**src/pkg/lpes_map.svh**
```systemverilog
// offsets, bit positions, widths and reset values of the link/phy event status block
//
// What this block does
// writing one to a set status bit clears it, acknowledging the event
// writing one to a status bit already zero changes nothing
// an enable register mirrors the status bit layout one for one
// every status condition can raise an interrupt when its enable is set
// set command-reset-received when a write to RESET-START arrives
// set fair-gap when the bus idles for a subaction gap
// set arbitration-reset-gap when the bus idles for an arbitration reset gap
// set phy-interrupt when the physical device signals an interrupt
// set phy-register-received when the physical device delivers a register
// bus reset start sets its flag and clears node identity valid
// set transmitter-ready when the transmitter becomes idle
// set receiver-has-data when the receiver commits data; diagnostic only
// set isochronous-stuck on invalid transmit data with isochronous FIFO selected
// set asynchronous-stuck on unexpected async data; software resets transmitter
// status bits latch on their event and hold until acknowledged
// enable one passes interrupt; zero blocks it, status stays readable
// node identity valid accepts own packets; sets after self-id completes
// one interrupt request is the OR of status AND enable
`ifndef LPES_MAP_SVH
`define LPES_MAP_SVH

`define LPES_ADDR_W           8
`define LPES_DATA_W           32
`define LPES_EVT_WIDTH        19

`define LPES_OFF_STATUS       8'h08
`define LPES_OFF_ENABLE       8'h0C

`define LPES_BIT_CMD_RESET    18
`define LPES_BIT_FAIR_GAP     17
`define LPES_BIT_ARB_GAP      16
`define LPES_BIT_PHY_INT      15
`define LPES_BIT_PHY_REG      14
`define LPES_BIT_BUS_RESET    13
`define LPES_BIT_TX_READY     12
`define LPES_BIT_RX_DATA      11
`define LPES_BIT_ISO_STUCK    10
`define LPES_BIT_ASYNC_STUCK  9

`define LPES_STATUS_RST       1'b0
`define LPES_ENABLE_RST       19'h00000
`define LPES_RDATA_RST        32'h00000000
`define LPES_NODE_IDENTITY_VALID_RST      1'b0

`endif

```
**src/pkg/lpes_pkg.sv**
```systemverilog
// state types of the link/phy event status block
`include "lpes_map.svh"

package lpes_pkg;

  typedef struct packed {
    logic status;
  } lpes_bit_state_t;

  typedef struct packed {
    logic [`LPES_EVT_WIDTH-1:0] enable;
    logic [`LPES_DATA_W-1:0]    rdata;
    logic                       irq;
    logic                       node_valid;
  } lpes_top_state_t;

endpackage

```
**src/logic/lpes_event_bit.sv**
```systemverilog
// one sticky write-one-to-clear event bit with its enable gate
`include "lpes_map.svh"

module lpes_event_bit (
  input  wire logic mclk_i,
  input  wire logic resetn_i,
  input  wire logic set_i,
  input  wire logic clear_i,
  input  wire logic enable_i,
  output logic      status_o,
  output logic      pend_o
);

  lpes_pkg::lpes_bit_state_t state_reg;
  lpes_pkg::lpes_bit_state_t state_next;

  always_comb begin
    state_next = state_reg;
    // set beats clear so an event in the acknowledge cycle is kept
    if (set_i) begin
      state_next.status = 1'b1;
    end else if (clear_i) begin
      state_next.status = 1'b0;
    end
  end

  always_ff @(posedge mclk_i or negedge resetn_i) begin
    if (!resetn_i) begin
      state_reg <= '{status: `LPES_STATUS_RST};
    end else begin
      state_reg <= state_next;
    end
  end

  assign status_o = state_reg.status;
  assign pend_o   = state_reg.status & enable_i;

endmodule // lpes_event_bit

```
**src/logic/lpes_event_status.sv**
```systemverilog
// link/phy event status and enable registers with interrupt request
`include "lpes_map.svh"

module lpes_event_status (
  input  wire logic                     mclk_i,
  input  wire logic                     resetn_i,
  input  wire logic [`LPES_ADDR_W-1:0]  reg_addr_i,
  input  wire logic                     reg_wr_i,
  input  wire logic                     reg_rd_i,
  input  wire logic [`LPES_DATA_W-1:0]  reg_wdata_i,
  output logic      [`LPES_DATA_W-1:0]  reg_rdata_o,
  input  wire logic                     evt_cmd_reset_i,
  input  wire logic                     evt_fair_gap_i,
  input  wire logic                     evt_arb_gap_i,
  input  wire logic                     evt_phy_int_i,
  input  wire logic                     evt_phy_reg_i,
  input  wire logic                     evt_bus_reset_i,
  input  wire logic                     evt_tx_ready_i,
  input  wire logic                     evt_rx_data_i,
  input  wire logic                     evt_iso_stuck_i,
  input  wire logic                     evt_async_stuck_i,
  input  wire logic                     selfid_done_i,
  output logic                          node_identity_valid_o,
  output logic                          irq_o
);

  localparam int EW = `LPES_EVT_WIDTH;

  lpes_pkg::lpes_top_state_t state_reg;
  lpes_pkg::lpes_top_state_t state_next;

  logic [EW-1:0] evt_vec;
  logic [EW-1:0] clr_vec;
  logic [EW-1:0] status_vec;
  logic [EW-1:0] pend_vec;
  logic          wr_status;
  logic          wr_enable;

  ////////////////////////////////////////////////////////////////////////////
  // event collection

  always_comb begin
    evt_vec                         = '0;
    evt_vec[`LPES_BIT_CMD_RESET]    = evt_cmd_reset_i;
    evt_vec[`LPES_BIT_FAIR_GAP]     = evt_fair_gap_i;
    evt_vec[`LPES_BIT_ARB_GAP]      = evt_arb_gap_i;
    evt_vec[`LPES_BIT_PHY_INT]      = evt_phy_int_i;
    evt_vec[`LPES_BIT_PHY_REG]      = evt_phy_reg_i;
    evt_vec[`LPES_BIT_BUS_RESET]    = evt_bus_reset_i;
    evt_vec[`LPES_BIT_TX_READY]     = evt_tx_ready_i;
    evt_vec[`LPES_BIT_RX_DATA]      = evt_rx_data_i;
    evt_vec[`LPES_BIT_ISO_STUCK]    = evt_iso_stuck_i;
    evt_vec[`LPES_BIT_ASYNC_STUCK]  = evt_async_stuck_i;
  end

  assign wr_status = reg_wr_i && (reg_addr_i == `LPES_OFF_STATUS);
  assign wr_enable = reg_wr_i && (reg_addr_i == `LPES_OFF_ENABLE);
  // a one on a bit already zero only reaches a clear input, so nothing moves
  assign clr_vec   = wr_status ? reg_wdata_i[EW-1:0] : '0;

  ////////////////////////////////////////////////////////////////////////////
  // status bits; unused positions never see a set and read zero

  for (genvar g = 0; g < EW; g++) begin : g_bit
    lpes_event_bit u_bit (
      .mclk_i   (mclk_i),
      .resetn_i (resetn_i),
      .set_i    (evt_vec[g]),
      .clear_i  (clr_vec[g]),
      .enable_i (state_reg.enable[g]),
      .status_o (status_vec[g]),
      .pend_o   (pend_vec[g])
    );
  end

  ////////////////////////////////////////////////////////////////////////////
  // registers, read data, node identity and interrupt

  always_comb begin
    state_next = state_reg;
    if (wr_enable) begin
      state_next.enable = reg_wdata_i[EW-1:0];
    end
    if (reg_rd_i) begin
      // status reads back regardless of its enable
      if (reg_addr_i == `LPES_OFF_STATUS) begin
        state_next.rdata = {{(`LPES_DATA_W-EW){1'b0}}, status_vec};
      end else if (reg_addr_i == `LPES_OFF_ENABLE) begin
        state_next.rdata = {{(`LPES_DATA_W-EW){1'b0}}, state_reg.enable};
      end else begin
        state_next.rdata = `LPES_RDATA_RST;
      end
    end
    // bus reset wins: a stale self-id must not revalidate a node id
    if (evt_bus_reset_i) begin
      state_next.node_valid = 1'b0;
    end else if (selfid_done_i) begin
      state_next.node_valid = 1'b1;
    end
    state_next.irq = |pend_vec;
  end

  always_ff @(posedge mclk_i or negedge resetn_i) begin
    if (!resetn_i) begin
      state_reg <= '{enable:     `LPES_ENABLE_RST,
                     rdata:      `LPES_RDATA_RST,
                     irq:        1'b0,
                     node_valid: `LPES_NODE_IDENTITY_VALID_RST};
    end else begin
      state_reg <= state_next;
    end
  end

  assign reg_rdata_o           = state_reg.rdata;
  assign node_identity_valid_o = state_reg.node_valid;
  assign irq_o                 = state_reg.irq;
endmodule // lpes_event_status

```
**config.mk**
```make
export PLATFORM = sky130hd
export DESIGN_NAME = lpes_event_status
export DESIGN_NICKNAME = d
export VERILOG_FILES = /design/src/pkg/lpes_pkg.sv /design/src/logic/lpes_event_bit.sv /design/src/logic/lpes_event_status.sv
export VERILOG_INCLUDE_DIRS = /design/src /design/src/pkg
export SDC_FILE = /design/constraint.sdc
export NUM_CORES = 1
export LEC_CHECK = 0
export BUFFER_PORTS_ARGS = -buffer_cell sky130_fd_sc_hd__buf_4
export CAP_MARGIN = 5
export CORE_AREA = 3 3 92 94
export DETAILED_ROUTE_END_ITERATION = 7
export DIE_AREA = 0 0 95 97
export GPL_TIMING_DRIVEN = 0
export PLACE_DENSITY = 0.49
export SLEW_MARGIN = 0
export SYNTH_ARGS = -nofsm -noshare
export SYNTH_HDL_FRONTEND = slang
export SYNTH_SLANG_ARGS = --single-unit
```
**constraint.sdc**
```tcl
create_clock -name mclk_i -period 3.5 [get_ports mclk_i]
set_clock_uncertainty 0.15 [all_clocks]
set_input_delay 0.525 -clock mclk_i [delete_from_list [all_inputs] [get_ports mclk_i]]
set_output_delay 0.525 -clock mclk_i [all_outputs]
set_load 0.05 [all_outputs]
```
==> results of run 1 <==
==> final cells by class <==
type | count | share of cell area (%)
repair buffers | 61 | 15.10
plain buffers | 24 | 4.620
clock buffers | 5 | 2.269
clock inverters | 3 | 0.8251
flip-flops and latches | 50 | 41.25
well taps | 102 | 4.208
multi-input cells | 124 | 29.37
inverters | 19 | 2.351
==> through the flow <==
step | hold WS, ns | total power [mW] | setup slack (ns)
after floorplan | 0.07941 | 0.7184 | 1.579
after global placement | 0.3277 | 0.7925 | 1.139
after detailed placement | 0.3320 | 0.7935 | 1.138
after CTS | 0.1111 | 1.143 | 1.466
after global routing | 0.1299 | 1.183 | 1.419
final | 0.08576 | 1.131 | 1.490
==> worst min path at each step <==
stage                                                 endpoint                       from  slack, ns
final                     g_bit[11].u_bit.status_o$_DFFE_PN0P_                   resetn_i       0.09
after global routing               reg_rdata_o[18]$_DFFE_PN0P_                   resetn_i       0.13
after CTS                            state_reg[46]$_DFFE_PN0P_                   resetn_i       0.11
after detailed placement             state_reg[42]$_DFFE_PN0P_  state_reg[42]$_DFFE_PN0P_       0.33
after global placement               state_reg[42]$_DFFE_PN0P_  state_reg[42]$_DFFE_PN0P_       0.33
after floorplan           g_bit[10].u_bit.status_o$_DFFE_PN0P_                   resetn_i       0.08
==> worst register-to-register path, delay by kind of cell, from the launching register on <==
kind / cells / cell delay, ns
flops: 1 / 0.41
simple gates: 1 / 0.15
compound gates: 2 / 0.49
==> logic make-up after synthesis <==
logic type / after synthesis / synth area share [%]
AOI/OAI and AO/OA: 34 / 10.14
buffers and inverters: 43 / 9.160
DFF: 50 / 54.20
muxes: 29 / 14.15
other: 1 / 0.1624
and+or+nand+nor: 48 / 12.20
==> power by group <==
part           total [mW]  leakage, nW  switching (mW)  internal [mW]
Clock               0.352       0.0447           0.207          0.145
Combinational       0.179        0.712           0.106         0.0730
Sequential          0.600        0.640         0.00763          0.592
==> per-layer routing <==
| metal | share of wire [%] | GRT usage, % | vias up |
|---|---|---|---|
| met2 | 48 | 19.14 | 55 |
| li1 | - | - | 846 |
| met4 | 1.4 | 3.663 | 0 |
| met1 | 45 | 17.29 | 802 |
| met5 | 0 | 0 | - |
| met3 | 5.9 | 2.722 | 5 |
==> placed cells by master, fill, tap and decap left out <==
| cell type | netlist | final |
|---|---|---|
| nand2_1 | 19 | 19 |
| nor2_1 | 2 | 2 |
| buf_4 | 13 | 74 |
| buf_1 | 2 | 2 |
| a21o_1 | 10 | 10 |
| nand3b_1 | 1 | 1 |
| clkbuf_1 | 8 | 8 |
| nand4_1 | 11 | 11 |
| mux2_2 | 19 | 19 |
| mux2_1 | 10 | 10 |
| a22oi_1 | 3 | 3 |
| nand4b_1 | 1 | 1 |
| nand4_4 | 1 | 1 |
| inv_6 | 0 | 1 |
| a22o_1 | 1 | 1 |
| nor2b_1 | 12 | 12 |
| clkinv_4 | 0 | 1 |
| dfrtp_1 | 50 | 50 |
| clkinvlp_4 | 0 | 1 |
| buf_2 | 1 | 1 |
| a221oi_1 | 1 | 1 |
| inv_1 | 19 | 19 |
| o22ai_1 | 19 | 19 |
| clkbuf_8 | 0 | 5 |
| nor4_4 | 1 | 1 |
| conb_1 | 1 | 13 |
==> impl_metrics.env, run 1 <==
export IMPL_grt_pass1_vias=1731
export IMPL_path_buf_inv=2
export IMPL_synthDistinctLibCells=22
export IMPL_reg2reg_setup_slack_ns=2.18
export IMPL_synth_edff_count=0
export IMPL_min_period_ns=2.010
export IMPL_hold_viol_final=0
export IMPL_peakVddDrop_mv=0.1802
export IMPL_dieHeight_um=97
export IMPL_grt_max_degree=51
export IMPL_fillers=788
export IMPL_cts_setup_buffers=0
export IMPL_crit_path_end_kind="register"
export IMPL_rsz0062_at_grt="false"
export IMPL_start_util_pct=29.87
export IMPL_power_leakage_nw=1.397
export IMPL_grt_pass1_wl_um=8742
export IMPL_dr_pass1_iters=4
export IMPL_synth_top_area_share_pct=54.20
export IMPL_cp_top_family="simple AND/OR/NAND/NOR gates"
export IMPL_design_area_um2=3033
export IMPL_regArea_um2=1251
export IMPL_slowest_stage="nor4_4"
export IMPL_multiInputGateArea_um2=890.9
export IMPL_wl_um=5549
export IMPL_dieArea_um2=9215
export IMPL_cts_tree="built"
export IMPL_r2r_start="g_bit[17].u_bit.status_o$_DFFE_PN0P_"
export IMPL_clock_root_buffer="clkbuf_8"
export IMPL_drc=0
export IMPL_yosysTopAreaCell="dfrtp_1"
export IMPL_synth_most_common_cell="dfrtp_1"
export IMPL_r2r_cells=3
export IMPL_synthTopCellsByArea="dfrtp_1 54%, mux2_2 9.3%, o22ai_1 5.1%"
export IMPL_final_nets=340
export IMPL_slew_headroom_pct=56.52
export IMPL_path_cells="buf_4 -> nor4_4 -> nand4_4 -> buf_2 -> mux2_1"
export IMPL_grtUsageTotal_pct=12.39
export IMPL_die_w_um=95
export IMPL_yosysWarningCount=0
export IMPL_finalCritPeriodShare_pct=57.44
export IMPL_drive_above_1_share_pct=36.36
export IMPL_placed_area_um2=2939
export IMPL_num_vias=1708
export IMPL_gp_congestion=0.7213
export IMPL_antenna_found_initial=0
export IMPL_final_util_pct=39.25
export IMPL_setup_worst_path_end="state_reg[48]$_DFFE_PN0P_"
export IMPL_ys_ff_latch=50
export IMPL_cp_arrival_ns=2.05
export IMPL_cp_depth=5
export IMPL_wire_per_inst_um=14.30
export IMPL_async_flop_share_pct=100.0
export IMPL_grt_overflow=0
export IMPL_place_hpwl_um=4128
export IMPL_reg2reg_to="irq_o$_DFF_PN0_"
export IMPL_cp_start_kind="input port"
export IMPL_ys_flop_type="dfrtp_1"
export IMPL_htree_num_levels=2
export IMPL_finalSetupTns_ns=0
export IMPL_setup_violations=0
export IMPL_drt_iter0_drc=59
export IMPL_p_per_area_nw_per_um2=372.8
export IMPL_syn_avg_cell_area_um2=11.26
export IMPL_ys_top_cells_by_count="50 x dfrtp_1, 19 x inv_1, 19 x mux2_2, 19 x nand2_1, 19 x o22ai_1"
export IMPL_clkTransAtPathRegs_ns=0.10
export IMPL_clock_fmax_mhz=497.4
export IMPL_ys_seq_area_share_pct=54.20
export IMPL_run_status="finished clean"
export IMPL_numClockSinks=50
export IMPL_rows=32
export IMPL_cp_required_ns=3.54
export IMPL_cts_resized_gates=0
export IMPL_hold_path_class="input port to async pin"
export IMPL_place_inst=380
export IMPL_cp_max_fo=10
export IMPL_hold_buffers=0
export IMPL_clk_path_buf_depth=2
export IMPL_startpoint="reg_addr_i[7]"
export IMPL_worst_pin_slew_ns=0.6522
export IMPL_antenna_cells=0
export IMPL_maxCapViolCount=0
export IMPL_clk_latency_ns=0.31
export IMPL_synthCells=205
export IMPL_io_pins=89
export IMPL_io_buffers=61
export IMPL_coreArea_um2=7727
export IMPL_via_per_inst=4.402
export IMPL_crit_type="input port to register"
export IMPL_ant_nets=0
export IMPL_slowest_delay_ns=0.45
export IMPL_cts_buffers=5
export IMPL_finalNonFillerCells=388
export IMPL_maxSlewViolCount=0
export IMPL_synth_area_um2=2308
export IMPL_area_growth_pct=31.38
Note: power is estimated with default switching activity, not from simulation.
==> run 2: changes to the inputs <==
- clock period: 3.5 -> 2 ns (I/O delays scaled with it)
==> impl_metrics.env, run 2 (synthesized netlist as in run 1, its figures left out) <==
export IMPL_hold_path_cell_count=2
export IMPL_crit_type="input port to register"
export IMPL_min_delay_start="evt_phy_int_i"
export IMPL_via_per_inst=4.410
export IMPL_multiInputGateArea_um2=890.9
export IMPL_min_period_ns=1.785
export IMPL_peakVddDrop_mv=0.3154
export IMPL_wire_per_inst_um=14.25
export IMPL_seq_power_share_pct=53.0
export IMPL_clk_latency_ns=0.31
export IMPL_run_status="finished clean"
export IMPL_area_growth_pct=32.25
export IMPL_drive_above_1_share_pct=36.11
export IMPL_fillers=788
export IMPL_hold_viol_final=0
export IMPL_rsz0062_at_grt="false"
export IMPL_clock_fmax_mhz=560.2
export IMPL_r2r_cells=3
export IMPL_setup_violations=0
export IMPL_p_per_area_nw_per_um2=649.5
export IMPL_drc=0
export IMPL_ant_nets=0
export IMPL_start_util_pct=29.87
export IMPL_maxCapViolCount=0
export IMPL_p_clk_share_pct=31.1
export IMPL_regArea_um2=1251
export IMPL_slew_headroom_pct=56.50
export IMPL_io_pins=89
export IMPL_p_total_mw=1.983
export IMPL_grt_pass1_wl_um=8783
export IMPL_io_buffers=61
export IMPL_grt_max_degree=51
export IMPL_p_comb_share_pct=15.9
export IMPL_hold_path_class="input port to register"
export IMPL_antenna_cells=0
export IMPL_reg2reg_setup_slack_ns=0.68
export IMPL_cts_tree="built"
export IMPL_worst_pin_slew_ns=0.6525
export IMPL_grt_pass1_vias=1742
export IMPL_maxSlewViolCount=0
export IMPL_finalNonFillerCells=390
export IMPL_wl_um=5559
export IMPL_dieHeight_um=97
export IMPL_finalSetupTns_ns=0
export IMPL_clkTransAtPathRegs_ns=0.09
export IMPL_cp_required_ns=2.04
export IMPL_r2r_start="g_bit[17].u_bit.status_o$_DFFE_PN0P_"
export IMPL_p_sw_uw=562.3
export IMPL_numClockSinks=50
export IMPL_clock_root_buffer="clkbuf_8"
export IMPL_gp_congestion=0.7213
export IMPL_layout_common_cells="74 x buf_4, 50 x dfrtp_1"
export IMPL_coreArea_um2=7727
export IMPL_crit_path_end_kind="register"
export IMPL_cp_max_fo=10
export IMPL_cts_buffers=5
export IMPL_drt_iter0_drc=62
export IMPL_dieArea_um2=9215
export IMPL_rows=32
export IMPL_switching_share_pct=28.36
export IMPL_final_util_pct=39.51
export IMPL_die_w_um=95
export IMPL_reg2reg_to="irq_o$_DFF_PN0_"
export IMPL_place_inst=380
export IMPL_layout_commonest_cell="buf_4"
export IMPL_dr_pass1_iters=4
export IMPL_grt_overflow=0
export IMPL_num_vias=1720
export IMPL_cp_arrival_ns=1.83
export IMPL_final_nets=342
export IMPL_htree_num_levels=2
export IMPL_grtUsageTotal_pct=12.44
export IMPL_clk_path_buf_depth=2
export IMPL_hold_ws_ns=0.01386
export IMPL_cp_start_kind="input port"
export IMPL_power_leakage_nw=1.405
export IMPL_finalCritPeriodShare_pct=89.25
export IMPL_intPower_mw=1.420
export IMPL_place_hpwl_um=4128
export IMPL_antenna_found_initial=0
export IMPL_worstHoldEndpoint="g_bit[15].u_bit.status_o$_DFFE_PN0P_"
-- run 2: cell count changes in the layout (fill, tap and decap cells not counted), sizes merged --
cell         before  now
dlygate4sd3       0    2
-- run 2: cell type report --
cell class	instances	area share (%)
Clock inverter	3	0.8197
Timing Repair Buffer	63	15.66
Multi-Input combinational cell	124	29.18
Clock buffer	5	2.254
Tap cell	102	4.180
Sequential cell	50	40.98
Inverter	19	2.336
Buffer	24	4.590
-- run 2: how the worst max path moves through the flow --
stage                        startpoint                         to  slack [ns]  cells after the start
final                     reg_addr_i[7]  state_reg[48]$_DFFE_PN0P_        0.21                      5
after CTS                 reg_addr_i[7]  state_reg[51]$_DFFE_PN0P_        0.19                      5
after detailed placement  reg_addr_i[7]  state_reg[51]$_DFFE_PN0P_       -0.14                      5
after global routing      reg_addr_i[7]  state_reg[51]$_DFFE_PN0P_        0.14                      5
after global placement    reg_addr_i[7]  state_reg[49]$_DFFE_PN0P_       -0.14                      5
after floorplan           reg_addr_i[7]  state_reg[42]$_DFFE_PN0P_        0.30                      4
-- run 2: repair_timing --
action,CTS,global route
hold buffers,2,0
endpoints found under the setup margin,0,0
gates resized for setup,0,0
endpoints found under the hold margin,51,0
buffers inserted,0,0
-- run 2: worst max-delay path, stage by stage --
cell and delay [ns]:
buf_4 0.13, nor4_4 0.46, nand4_4 0.29, buf_2 0.30
mux2_1 0.33
-- run 2: through the flow --
step / cell area, µm² / setup slack [ns]
finish: 3053 / 0.2150
detailed placement: 2939 / -0.1366
global placement: 2939 / -0.1361
global route: 3053 / 0.1441
CTS: 3053 / 0.1907
floorplan: 2354 / 0.3043
-- run 2: power by group through the flow --
| stage | Sequential (mW) | Combinational, mW | Clock [mW] |
|---|---|---|---|
| 3_5_place_dp | 1.07 | 0.318 | 0 |
| 3_3_place_gp | 1.07 | 0.317 | 0 |
| 5_1_grt | 1.05 | 0.343 | 0.676 |
| 2_1_floorplan | 1.10 | 0.159 | 0 |
| 6_report | 1.05 | 0.316 | 0.617 |
| 4_1_cts | 1.05 | 0.322 | 0.632 |
-- run 2: metal layers --
metal / global-route usage (%) / share of wire, % / vias to the layer above
met3: 2.644 / 5.6 / 5
met5: 0 / 0 / -
met1: 17.39 / 45 / 810
met4: 3.663 / 1.4 / 0
met2: 19.25 / 48 / 56
li1: - / - / 849
==> run 3: changes to the inputs <==
- GPL_TIMING_DRIVEN: 0 -> not set
- PLACE_DENSITY: 0.49 -> 0.61
==> impl_metrics.env, run 3 (synthesized netlist as in run 1, its figures left out) <==
export IMPL_wl_met2_um=2646
export IMPL_cp_arrival_ns=1.65
export IMPL_slowest_delay_ns=0.37
export IMPL_dr_wl_met3_um=241
export IMPL_num_vias=1651
export IMPL_area_growth_pct=28.35
export IMPL_start_util_pct=29.87
export IMPL_path_cells="buf_4 -> nor4_4 -> buf_4 -> nand3b_1 -> o22ai_1"
export IMPL_hold_viol_final=0
export IMPL_dieArea_um2=9215
export IMPL_cts_buffers=5
export IMPL_slowest_stage="nor4_4"
export IMPL_grt_pass1_wl_um=8866
export IMPL_peakVddDrop_mv=0.2716
export IMPL_grt_pass1_vias=1812
export IMPL_antenna_found_initial=0
export IMPL_p_total_mw=1.940
export IMPL_final_util_pct=38.34
export IMPL_wl_met1_um=2309
export IMPL_hold_path_class="input port to register"
export IMPL_io_buffers=62
export IMPL_rows=32
export IMPL_final_nets=325
export IMPL_cp_max_fo=12
export IMPL_cp_top_family="simple AND/OR/NAND/NOR gates"
export IMPL_grtUsageTotal_pct=12.21
export IMPL_die_w_um=95
export IMPL_wire_per_inst_um=14.08
export IMPL_clkTransAtPathRegs_ns=0.09
export IMPL_worst_pin_slew_ns=0.6301
export IMPL_numClockSinks=50
export IMPL_dieHeight_um=97
export IMPL_placed_area_um2=2851
export IMPL_cp_required_ns=2.06
export IMPL_place_hpwl_um=3835
export IMPL_crit_type="input port to register"
export IMPL_design_area_um2=2963
export IMPL_coreArea_um2=7727
export IMPL_via_per_inst=4.426
export IMPL_gp_congestion=0.7290
export IMPL_slew_headroom_pct=57.99
export IMPL_drive_above_1_share_pct=35.42
export IMPL_reg2reg_setup_slack_ns=0.69
export IMPL_drt_iter0_drc=85
export IMPL_cp_start_kind="input port"
export IMPL_antenna_cells=0
export IMPL_run_status="finished clean"
export IMPL_maxCapViolCount=0
export IMPL_rsz0062_at_grt="false"
export IMPL_ant_nets=0
export IMPL_dr_pass1_iters=4
export IMPL_wl_um=5251
export IMPL_layout_common_cells="68 x buf_4, 50 x dfrtp_1"
export IMPL_clk_latency_ns=0.30
export IMPL_maxSlewViolCount=0
export IMPL_finalSetupTns_ns=0
export IMPL_io_pins=89
export IMPL_grt_max_degree=51
export IMPL_crit_path_end_kind="register"
export IMPL_min_period_ns=1.583
export IMPL_cts_tree="built"
export IMPL_finalCritPeriodShare_pct=79.17
export IMPL_dr_max_layer_used="met4"
export IMPL_clk_path_buf_depth=2
export IMPL_setup_violations=0
export IMPL_drc=0
export IMPL_path_common_cell="buf_4"
export IMPL_path_buf_inv=2
export IMPL_clock_fmax_mhz=631.5
export IMPL_p_per_area_nw_per_um2=654.9
export IMPL_power_leakage_nw=1.356
export IMPL_grt_overflow=0
export IMPL_layout_commonest_cell="buf_4"
export IMPL_htree_num_levels=2
export IMPL_clock_root_buffer="clkbuf_8"
-- run 3: cell types whose count changed in the layout (fill, tap and decap cells not counted), sizes merged --
cell	previous run	this run
clkbuf	13	7
buf	77	68
clkinvlp	1	0
inv	20	19
-- run 3: routing by layer --
layer  vias to the layer above  global-route usage [%]
li1                        817                       -
met2                        44                   20.82
met3                         5                   2.877
met5                         -                       0
met4                         0                   2.997
met1                       785                   15.41
-- run 3: path summary, 6_finish.rpt --
path | start | endpoint | cells after the start
setup / recovery | reg_addr_i[7] | reg_rdata_o[18]$_DFFE_PN0P_ | 5
hold / removal | evt_phy_reg_i | g_bit[14].u_bit.status_o$_DFFE_PN0P_ | 2
setup reg to reg | g_bit[17].u_bit.status_o$_DFFE_PN0P_ | irq_o$_DFF_PN0_ | 3
max in group asynchronous | resetn_i | reg_rdata_o[12]$_DFFE_PN0P_ | 2
min in group asynchronous | resetn_i | reg_rdata_o[3]$_DFFE_PN0P_ | 2
hold reg to reg | state_reg[42]$_DFFE_PN0P_ | state_reg[42]$_DFFE_PN0P_ | 1
-- run 3: layout make-up --
type | count | area, µm²
Sequential cell | 50 | 1251
Multi-Input combinational cell | 124 | 890.9
Inverter | 19 | 71.32
Clock buffer | 7 | 86.33
Tap cell | 102 | 127.6
Timing Repair Buffer | 70 | 530.5
Clock inverter | 1 | 5.005
Fill cell | 800 | 4765
-- run 3: worst reg2reg max path, cell delays in order, from the launching register on --
cell and delay [ns]:
dfrtp_1 0.40, a22o_1 0.25, a221oi_1 0.22, nand4_1 0.16
-- run 3: report_power, final --
group / total (mW) / switching (mW) / internal [mW]
Clock: 0.597 / 0.317 / 0.279
Sequential: 1.05 / 0.0135 / 1.04
Combinational: 0.293 / 0.179 / 0.114
Total: 1.94 / 0.510 / 1.43
-- run 3: through the flow --
stage / setup WS [ns] / cells / hold WS (ns)
4_1_cts: 0.4060 / 373 / 0.01215
6_report: 0.4165 / 373 / 0.01762
3_5_place_dp: 0.08626 / 363 / 0.2192
5_1_grt: 0.2975 / 373 / 0.01314
3_3_place_gp: 0.1439 / 363 / 0.2212
2_1_floorplan: 0.3043 / 217 / -0.1456
-- run 3: repair_timing --
| action | 4_1_cts | 5_1_grt |
|---|---|---|
| hold buffers | 2 | 0 |
| setup buffers | 0 | 0 |
| gates resized for setup | 0 | 0 |
| endpoints found under the hold margin | 51 | 0 |
